<file path="src/include/qamc_pkg.sv">
// Constants and types shared by the mode control register block.
package qamc_pkg;
    // ****************************************************
    // Register map and frame layout
    // ****************************************************
    localparam int REG_W = 16;
    localparam int ADDR_W = 7;
    localparam int FRAME_BITS = 24;
    localparam logic [ADDR_W-1:0] ADDR_CHIP_ID = 7'h00;
    localparam logic [ADDR_W-1:0] ADDR_MODE_CTRL = 7'h01;
    localparam logic [ADDR_W-1:0] ADDR_SOFT_RESET = 7'h04;
    localparam logic [REG_W-1:0] MODE_CTRL_RESET = 16'h0000;
    localparam logic [4:0] CNT_ADDR_DONE = 5'h08;
    localparam logic [4:0] CNT_FRAME_DONE = 5'h18;
    // ****************************************************
    // Field positions of converter_mode_control and soft reset, sample width
    // ****************************************************
    localparam int POS_CODE_LSB = 0;
    localparam int POS_STBY_LSB = 4;
    localparam int POS_CODE_STYLE = 7;
    localparam int POS_BAND = 8;
    localparam int POS_SYNC_BEHAV = 10;
    localparam int POS_PATTERN = 12;
    localparam int POS_SOFT_RESET = 0;
    localparam int SAMPLE_W = 10;
    // ****************************************************
    // Power-down select codes
    // ****************************************************
    localparam logic [1:0] STBY_NONE = 2'h0;
    localparam logic [1:0] STBY_AB = 2'h1;
    localparam logic [1:0] STBY_CD = 2'h2;
    localparam logic [1:0] STBY_ALL = 2'h3;
    typedef enum logic [1:0] {
        KIND_FOUR = 2'b00,
        KIND_TWO = 2'b01,
        KIND_ONE = 2'b10,
        KIND_COMMON = 2'b11
    } qamc_kind_e;
    typedef enum logic [1:0] {
        SPI_IDLE = 2'b00,
        SPI_ADDR = 2'b01,
        SPI_DATA = 2'b10,
        SPI_WAIT = 2'b11
    } qamc_spi_e;
endpackage : qamc_pkg

</file>
<file path="src/hw/qamc_decode.sv">
// Channel-mode and standby decoder for the mode control register.
`timescale 1ns/1ps
module qamc_decode (
    input wire logic [3:0] channel_config_code, // Channel configuration code.
    input wire logic [1:0] power_down_select, // Standby selection.
    output qamc_pkg::qamc_kind_e kind, // Operating mode kind.
    output logic [1:0] input_sel, // Pairing or source channel index.
    output logic [3:0] chan_standby // Standby per channel, bit 0 is A.
);
    always_comb begin
        kind = qamc_pkg::qamc_kind_e'(channel_config_code[3:2]);
        input_sel = (kind == qamc_pkg::KIND_FOUR) ? 2'h0 : channel_config_code[1:0];
        chan_standby = 4'h0;
        unique case (power_down_select)
            qamc_pkg::STBY_NONE: begin
                chan_standby = 4'h0;
            end
            qamc_pkg::STBY_ALL: begin
                chan_standby = 4'hF;
            end
            qamc_pkg::STBY_AB: begin
                if (kind == qamc_pkg::KIND_FOUR) begin
                    chan_standby = 4'h3;
                end else if (kind == qamc_pkg::KIND_TWO) begin
                    chan_standby = channel_config_code[0] ? 4'h2 : 4'h1;
                end else begin
                    chan_standby = 4'hF;
                end
            end
            qamc_pkg::STBY_CD: begin
                if (kind == qamc_pkg::KIND_FOUR) begin
                    chan_standby = 4'hC;
                end else if (kind == qamc_pkg::KIND_TWO) begin
                    chan_standby = channel_config_code[1] ? 4'h8 : 4'h4;
                end else begin
                    chan_standby = 4'hF;
                end
            end
        endcase
    end
endmodule : qamc_decode

</file>
<file path="src/hw/qamc_top.sv">
// Mode control register with serial port access and decoded control outputs.
// Overview of operation
// - Mode control register at 0x01 holds code, standby, style, band, sync and pattern fields.
// - Upper code bits zero select four independent cores.
// - Codes 0100 and 0101 pair A with C and B with C.
// - Codes 0110 and 0111 pair A with D and B with D.
// - Codes 1000 to 1011 interleave all cores from source A to D.
// - Codes 1100 to 1111 give a common input from source A to D.
// - Standby select 01 in four-channel mode idles channels A and B.
// - Standby select 01 in two-channel mode idles the paired A or B.
// - Standby select 10 idles C and D, or the paired C or D.
// - Select 01 or 10 in one-channel or common mode gives full standby.
// - Band select 0 gives nominal bandwidth, 1 gives full bandwidth.
// - Pattern enable replaces converted samples with the test pattern.
// - Sync behaviour 0 holds internal clocks while sync is asserted.
// - Sync behaviour 1 keeps clocks and valid strobe running during sync.
// - Earlier revision always behaves as if sync behaviour were 0.
// - Every register is sixteen bits wide.
// - Hardware reset or soft reset write restores the register default.
`timescale 1ns/1ps
module qamc_top #(
    parameter bit EARLY_REVISION = 1'b0, // Revision without the sync behaviour option.
    parameter logic [15:0] CHIP_ID_VALUE = 16'h0A5A // Arbitrary identification value.
) (
    input wire logic clk, // System clock, 250 MHz.
    input wire logic nrst, // Synchronous reset, active low.
    input wire logic spi_sclk, // Serial clock pin.
    input wire logic spi_csn, // Serial chip select pin, active low.
    input wire logic spi_mosi, // Serial data in pin.
    output logic spi_miso, // Serial data out pin.
    input wire logic alignment_pulse, // Received sync level from the pin pair.
    input wire logic [9:0] sample_in, // Converted sample, straight binary.
    input wire logic [9:0] test_pattern, // Pattern chosen by the test register.
    output logic [9:0] sample_out, // Output sample.
    output qamc_pkg::qamc_kind_e mode_kind, // Operating mode kind.
    output logic [1:0] input_sel, // Pairing or source channel index.
    output logic [3:0] chan_standby, // Standby per channel, bit 0 is A.
    output logic full_bandwidth, // Full input bandwidth selected.
    output logic clocks_hold, // Internal clocks held static.
    output logic strobe_hold // Output valid strobe held static.
);
    // ****************************************************
    // State
    // ****************************************************
    typedef struct packed {
        logic [2:0] pin_s1;
        logic [2:0] pin_s2;
        logic sclk_prev;
        logic sync_s1;
        logic sync_s2;
        qamc_pkg::qamc_spi_e spi_st;
        logic [4:0] cnt;
        logic is_write;
        logic [15:0] shift_in;
        logic [15:0] shift_out;
        logic [6:0] addr;
        logic miso;
        logic [15:0] ctrl;
        logic [9:0] sample;
        qamc_pkg::qamc_kind_e kind;
        logic [1:0] sel;
        logic [3:0] stby;
        logic full_bw;
        logic clk_hold;
        logic stb_hold;
    } qamc_state_s;

    qamc_state_s r;
    qamc_state_s next_r;
    qamc_pkg::qamc_kind_e dec_kind;
    logic [1:0] dec_sel;
    logic [3:0] dec_stby;
    logic sclk_rise;
    logic sclk_fall;
    logic wr_ctrl;
    logic wr_soft;
    logic [15:0] wr_data;
    logic [15:0] rd_data;
    logic sync_behav;

    qamc_decode u_decode (
        .channel_config_code(r.ctrl[qamc_pkg::POS_CODE_LSB +: 4]),
        .power_down_select(r.ctrl[qamc_pkg::POS_STBY_LSB +: 2]),
        .kind(dec_kind),
        .input_sel(dec_sel),
        .chan_standby(dec_stby)
    );

    // ****************************************************
    // Next state
    // ****************************************************
    always_comb begin
        next_r = r;
        next_r.pin_s1 = {spi_sclk, spi_csn, spi_mosi};
        next_r.pin_s2 = r.pin_s1;
        next_r.sclk_prev = r.pin_s2[2];
        next_r.sync_s1 = alignment_pulse;
        next_r.sync_s2 = r.sync_s1;
        sclk_rise = r.pin_s2[2] & ~r.sclk_prev & ~r.pin_s2[1];
        sclk_fall = ~r.pin_s2[2] & r.sclk_prev & ~r.pin_s2[1];
        wr_data = {r.shift_in[14:0], r.pin_s2[0]};
        unique case (r.addr)
            qamc_pkg::ADDR_CHIP_ID: rd_data = CHIP_ID_VALUE;
            qamc_pkg::ADDR_MODE_CTRL: rd_data = r.ctrl;
            default: rd_data = 16'h0000;
        endcase
        wr_ctrl = 1'b0;
        wr_soft = 1'b0;
        if (r.pin_s2[1]) begin
            next_r.spi_st = qamc_pkg::SPI_IDLE;
            next_r.cnt = 5'h00;
        end else if (sclk_rise) begin
            next_r.cnt = r.cnt + 5'h01;
            next_r.shift_in = wr_data;
            unique case (r.spi_st)
                qamc_pkg::SPI_IDLE: begin
                    next_r.is_write = r.pin_s2[0];
                    next_r.spi_st = qamc_pkg::SPI_ADDR;
                end
                qamc_pkg::SPI_ADDR: begin
                    if (r.cnt == qamc_pkg::CNT_ADDR_DONE - 5'h01) begin
                        next_r.addr = wr_data[6:0];
                        next_r.spi_st = qamc_pkg::SPI_DATA;
                    end
                end
                qamc_pkg::SPI_DATA: begin
                    if (r.cnt == qamc_pkg::CNT_FRAME_DONE - 5'h01) begin
                        next_r.spi_st = qamc_pkg::SPI_WAIT;
                        wr_ctrl = r.is_write & (r.addr == qamc_pkg::ADDR_MODE_CTRL);
                        wr_soft = r.is_write & (r.addr == qamc_pkg::ADDR_SOFT_RESET)
                            & wr_data[qamc_pkg::POS_SOFT_RESET];
                    end
                end
                qamc_pkg::SPI_WAIT: begin
                    next_r.spi_st = qamc_pkg::SPI_WAIT;
                end
            endcase
        end else if (sclk_fall) begin
            if (r.spi_st == qamc_pkg::SPI_DATA && r.cnt == qamc_pkg::CNT_ADDR_DONE) begin
                next_r.miso = rd_data[15];
                next_r.shift_out = {rd_data[14:0], 1'b0};
            end else begin
                next_r.miso = r.shift_out[15];
                next_r.shift_out = {r.shift_out[14:0], 1'b0};
            end
        end
        if (wr_ctrl) begin
            next_r.ctrl = wr_data;
        end
        if (wr_soft) begin
            next_r.ctrl = qamc_pkg::MODE_CTRL_RESET;
        end
        // Mode and pairing from the decoder.
        next_r.kind = dec_kind;
        next_r.sel = dec_sel;
        next_r.stby = dec_stby;
        next_r.full_bw = r.ctrl[qamc_pkg::POS_BAND];
        // Earlier revision ignores the sync behaviour bit.
        sync_behav = r.ctrl[qamc_pkg::POS_SYNC_BEHAV] & ~EARLY_REVISION;
        // Clock and strobe hold during sync.
        next_r.clk_hold = r.sync_s2 & ~sync_behav;
        next_r.stb_hold = r.sync_s2 & ~sync_behav;
        if (r.ctrl[qamc_pkg::POS_PATTERN]) begin
            next_r.sample = test_pattern;
        end else if (r.ctrl[qamc_pkg::POS_CODE_STYLE]) begin
            next_r.sample = sample_in ^ {1'b0, sample_in[9:1]};
        end else begin
            next_r.sample = sample_in;
        end
    end

    always_ff @(posedge clk) begin
        if (!nrst) begin
            r <= '0;
            r.ctrl <= qamc_pkg::MODE_CTRL_RESET;
        end else begin
            r <= next_r;
        end
    end

    assign spi_miso = r.miso;
    assign sample_out = r.sample;
    assign mode_kind = r.kind;
    assign input_sel = r.sel;
    assign chan_standby = r.stby;
    assign full_bandwidth = r.full_bw;
    assign clocks_hold = r.clk_hold;
    assign strobe_hold = r.stb_hold;
endmodule : qamc_top

</file>
<file path="config.mk">
export PLATFORM = sky130hd
export DESIGN_NAME = qamc_top
export DESIGN_NICKNAME = d
export VERILOG_FILES = /design/src/include/qamc_pkg.sv /design/src/hw/qamc_decode.sv /design/src/hw/qamc_top.sv
export SDC_FILE = /design/constraint.sdc
export NUM_CORES = 1
export LEC_CHECK = 0
export BUFFER_PORTS_ARGS = -buffer_cell sky130_fd_sc_hd__buf_4
export CAP_MARGIN = 20
export CELL_PAD_IN_SITES_DETAIL_PLACEMENT = 1
export CELL_PAD_IN_SITES_GLOBAL_PLACEMENT = 2
export CORE_MARGIN = 4
export CORE_UTILIZATION = 35
export DETAILED_ROUTE_END_ITERATION = 8
export PLACE_DENSITY = 0.84
export SYNTH_ARGS = -nofsm -noshare
export SYNTH_HDL_FRONTEND = slang
export SYNTH_SLANG_ARGS = --single-unit
</file>
<file path="constraint.sdc">
create_clock -name clk -period 2.85 [get_ports clk]
set_input_delay 0 -clock clk [delete_from_list [all_inputs] [get_ports clk]]
set_output_delay 0 -clock clk [all_outputs]
set_load 0.02 [all_outputs]
</file>
# Yosys cells after proc, flatten, opt, wreduce, memory -nomap -nowiden

Index checks and enable logic that the tools add are counted.

Bits in registers: 92
Memories kept: 0
Latch bits: 0
Output and inout port bits: 22
ROM bits: 0
RAM bits: 0

Bitwise operators: 15
Multiplexer cells: 23
Add/subtract/negate cells: 1
Divide/modulo/power cells: 0
Equal/unequal tests: 14
$lt $le $gt $ge: 0
Multipliers: 0
Reduce and logical (&&, ||, !) cells: 13
Shift operators: 0

Operators with widths:

| kind                | number |
|---|---|
| $pmux 16 s2         | 1 |
| $mux 10             | 2 |
| $mux 4              | 5 |
| $mux 16             | 1 |
| $pmux 4 s4          | 1 |
| $xor 10x9->10       | 1 |
| $mux 1              | 9 |
| $reduce_and 3->1    | 3 |
| $and 1x1->1         | 8 |
| $eq 2x2->1 const B  | 4 |
| $pmux 2 s4          | 1 |
| $eq 7x1->1 const B  | 1 |
| $eq 7x3->1 const B  | 1 |
| $logic_not 7->1     | 1 |
| $eq 2x1->1 const B  | 3 |
| $logic_not 2->1     | 3 |
| $mux 2              | 3 |
| $not 1->1           | 6 |
| $reduce_or 2->1     | 3 |
| $add 5x1->5 const B | 1 |
| $eq 5x3->1 const B  | 1 |
| $eq 5x4->1 const B  | 1 |
| $eq 5x5->1 const B  | 1 |
| $ne 2x2->1 const B  | 2 |
| other kinds (3)     | 3 |

# Longest topological paths before layout

Depth in word-level cells: 8
Depth in mapped cells: 7
Mapped depth without buffers: 6

# Hierarchy

Synthesis repeated with hierarchy kept, for this count alone.

Cells, all modules: 441
Area, all modules: 3829.9 µm²

Modules (own cells, without submodules):

| module      | times used | cells an instance | area each (µm²) |
|---|---|---|---|
| qamc_top    | 1          | 426               | 3753.6 |
| qamc_decode | 1          | 15                | 76.3 |

# Least setup slack after synthesis

Ideal clock, no wire load.

Path kind: reg2reg
Start point: register r[44] (netlist name)
End point: register r, in the netlist next_r[2]
Data arrival time: 1887 ps
Cell stages (with the launch flop): 6
Data required time: 2734 ps
Buffers on the path: 1
Period minus slack after synthesis: 2003 ps
Path slack: 847 ps
Path through: dfxtp_1 -> or3_4 -> or3_4 -> o41a_1 -> buf_6 -> a22o_4

Cells in the longest elaborated chain, start to end: 8
Elaborated cells between the ends (all ways): 14

RTL lines:

| what                             | RTL line        | source |
|---|---|---|
| start, declared                  | qamc_top.sv:68  | `qamc_state_s r;` |
| start signal, assigned           | qamc_top.sv:177 | `r <= next_r;` |
| $eq 7x3->1                       | qamc_top.sv:130 | `wr_soft = r.is_write & (r.addr == qamc_pkg::ADDR_SOFT_RESET)` |
| $and 1x1->1                      | qamc_top.sv:130 |  |
| $and 1x1->1                      | qamc_top.sv:131 | `& wr_data[qamc_pkg::POS_SOFT_RESET];` |
| $mux 1                           | qamc_top.sv:127 | `if (r.cnt == qamc_pkg::CNT_FRAME_DONE - 5'h01) begin` |
| $mux 1                           | qamc_top.sv:115 | `unique case (r.spi_st)` |
| $mux 1                           | qamc_top.sv:112 | `end else if (sclk_rise) begin` |
| $mux 1                           | qamc_top.sv:109 | `if (r.pin_s2[1]) begin` |
| $reduce_or 2->1 (no source line) | -               |  |

Parallel ways exist; a longest one is shown, timed or not.
A chain may end at the register's enable or synchronous reset.

# Final worst setup path

Start point: register r[44] (netlist name)
End point: register r[21] (netlist name)

The elaborated chain is that of the path after synthesis.

==> impl_metrics.yaml <==
cts:
  clock_path_buffers: 2
  numCtsBuffers: 9
  cts_setup_buffers: 0
  insertion_delay_ns: 0.36
  cts_sinks: 91
  cts_tree: "built"
  htree_levels: 3
  cts_root_buf: "clkbuf_8"
  path_clk_slew_ns: 0.09
route:
  post_drt_wl_per_cell_microns: 15.06
  top_layer_used: "met4"
  viasPerCell: 4.916
  dr.pass1.iters: 4
  drc: 0
  vias: 2871
  wl_met1_mm: 4.133
  met3WireLength_microns: 216
  drt-initial-drc-count: 115
  wl_met2_mm: 4.306
  ant_nets: 0
  wirelength_mm: 8.794
synth:
  ys.flop_type: "dfxtp_1"
  ys_ff_latch: 91
  synth_largest_area_cell: "dfxtp_1"
  synthCells: 396
  yosysSeqAreaShare_pct: 49.74
  synth.distinct_cells: 47
  synth.top_cell.area_share_pct: 49.74
  synth_edf_count: 0
  syn_avg_cell_area_sq_um: 9.248
  synthTopCellsByArea: "dfxtp_1 50%, nand2_1 5.9%, mux2i_1 4.9%, buf_4 3.9%, nor2_1 3.5%"
  synthArstFlopShare_pct: 0
  ys.warnings.count: 0
  syn_nets: 424
  netlist_area_sq_mm: 0.003662
timing:
  tightestPinTransition_ns: 0.6940
  fmax_ghz: 0.4662
  finalHoldViolCount: 0
  tns_ns: 0
  slew_viol_final: 0
  fin_crit_ns: 2.145
  period_share_pct: 75.26
  fin_skew_ns: 0.009745
  holdWs_ns: 0.02197
  rsz0062_at_grt: "no"
  setup_viol: 0
  slew_headroom_pct: 53.67
  timing.final.ws_setup_ns: 0.7052
grt:
  antenna_found_initial: 0
  grt_overflow: 0
  grt_pass1_wl_mm: 14.79
  grt_max_degree: 41
  grt.total_usage_pct: 15.61
  grt_pass1_vias: 3016
hold_path:
  hold_path_class: "in -> reg"
run_status:
  status: "finished, final reports clean"
power_and_ir_drop:
  powerDensity_mw_per_mm2: 550.0
  leakage_uw: 0.001708
  vdd_drop_max_v: 0.0002887
  power_uw: 2450
floorplan:
  ioPinCount: 48
  die_w_microns: 110.3
  dieArea_sq_mm: 0.01216
  die_h_microns: 110.3
  core_sq_mm: 0.01028
  rows: 37
  initial_utilization_pct: 35.63
finish:
  layout_commonest_cell: "dfxtp_1"
  syn_to_final_growth_pct: 21.63
  n_antenna_cell: 0
  layout_common_cells: "91 x dfxtp_1, 58 x nand2_1, 53 x buf_4"
  drive_gt1_share_pct: 19.42
  fin_nets: 471
flow_run:
  maxCapViolations: 0
place:
  post-place-ws_ns: 0.7076
  dp_hpwl_mm: 5.805
  gp_congestion: 0.7466
  port_buffers: 47
worst_setup_path:
  end_kind: "register"
  path_max_fanout: 14
  crit_path_start_kind: "register"
  worstPathRequired_ns: 3.10
  critPathKind: "reg -> reg"
  crit_arrival_ns: 2.40
==> state kept, by name, indices dropped and copies added (netlist names) <==
signal and cells:
next_r 6, input_sel 2, r 64, strobe_hold 1, full_bandwidth 1, mode_kind 2, chan_standby 4, sample_out 10
spi_miso 1
==> path summary, 6_finish.rpt <==
check | slack (ns) | start | cells past startpoint | to
worst max-delay path | 0.71 | r[44] | 4 | r[21]
worst min-delay path | 0.02 | sample_in[7] | 4 | sample_out[7]
worst max register to register | 0.71 | r[44] | 4 | r[21]
worst min register to register | 0.41 | r[85] | 2 | strobe_hold
==> worst max-delay path, cell delays in order, from the launching register on <==
cell and delay [ns]:
dfxtp_1 0.32, or3_4 0.39, or3_4 0.34, o41a_1 0.64, a22o_2 0.34
==> final cells by class <==
class / count / area, sq um
multi-input combinational: 258 / 1574
sequential: 91 / 1822
clock buffer: 11 / 151.4
timing repair buffer: 76 / 628.1
inverter: 7 / 26.28
clock inverter: 5 / 82.58
tap: 136 / 170.2
fill: 1203 / 5823
==> timing repair <==
| action | in CTS | in global routing |
|---|---|---|
| hold buffers | 23 | 0 |
| hold endpoints to repair | 15 | 0 |
| gates resized for setup | 0 | 0 |
==> logic make-up (layout without fill, tap and decap cells) <==
kind of cell,after synthesis,count (layout),share of synthesized area [%]
adders and majority gates,2,2,0.6832
DFF,91,91,49.74
AOI/OAI and AO/OA,71,71,13.05
muxes,18,18,4.920
and+or+nand+nor,154,154,21.08
buffers and inverters,47,99,7.414
xor gates and xnor gates,13,13,3.109
==> metal layers <==
layer  GRT usage (%)  vias to the layer above
li1                -                     1429
met1           20.31                     1399
met2           25.39                       31
met3           3.611                       12
met4           5.541                        0
met5               0                        -
==> where the power goes <==
group	switching, uW	leakage [uW]	internal [uW]
logic	71.1	0.000849	75.0
registers	9.91	0.000738	1290
clock network	457	0.000120	547
total	538	0.00171	1910
==> synth_stat cells (2+ instances only) <==
cell type / instances
ha_1: 2
mux2i_1: 18
a211oi_1: 6
buf_4: 19
a21o_1: 2
xor2_1: 2
and2_1: 10
or3b_2: 3
o21ai_0: 10
nor3b_1: 3
nand4_1: 2
nand2b_1: 3
nor2b_1: 2
nand3_1: 17
dfxtp_1: 91
nor3_1: 8
a21oi_1: 25
buf_6: 3
clkbuf_1: 15
o2bb2ai_1: 2
a31oi_1: 8
nor2_1: 34
or3_4: 2
inv_1: 7
buf_1: 2
xnor2_1: 11
nand2_1: 58
a22o_1: 9
a22o_2: 4
==> per-stage QoR <==
step	utilization, %	cell area, sq um	instances
6_report	43.34	4454	584
5_1_grt	43.34	4454	584
4_1_cts	43.34	4454	584
3_5_place_dp	38.82	3990	545
3_3_place_gp	38.82	3990	545
2_1_floorplan	-	3662	396
(Power assumes the default switching activity.)
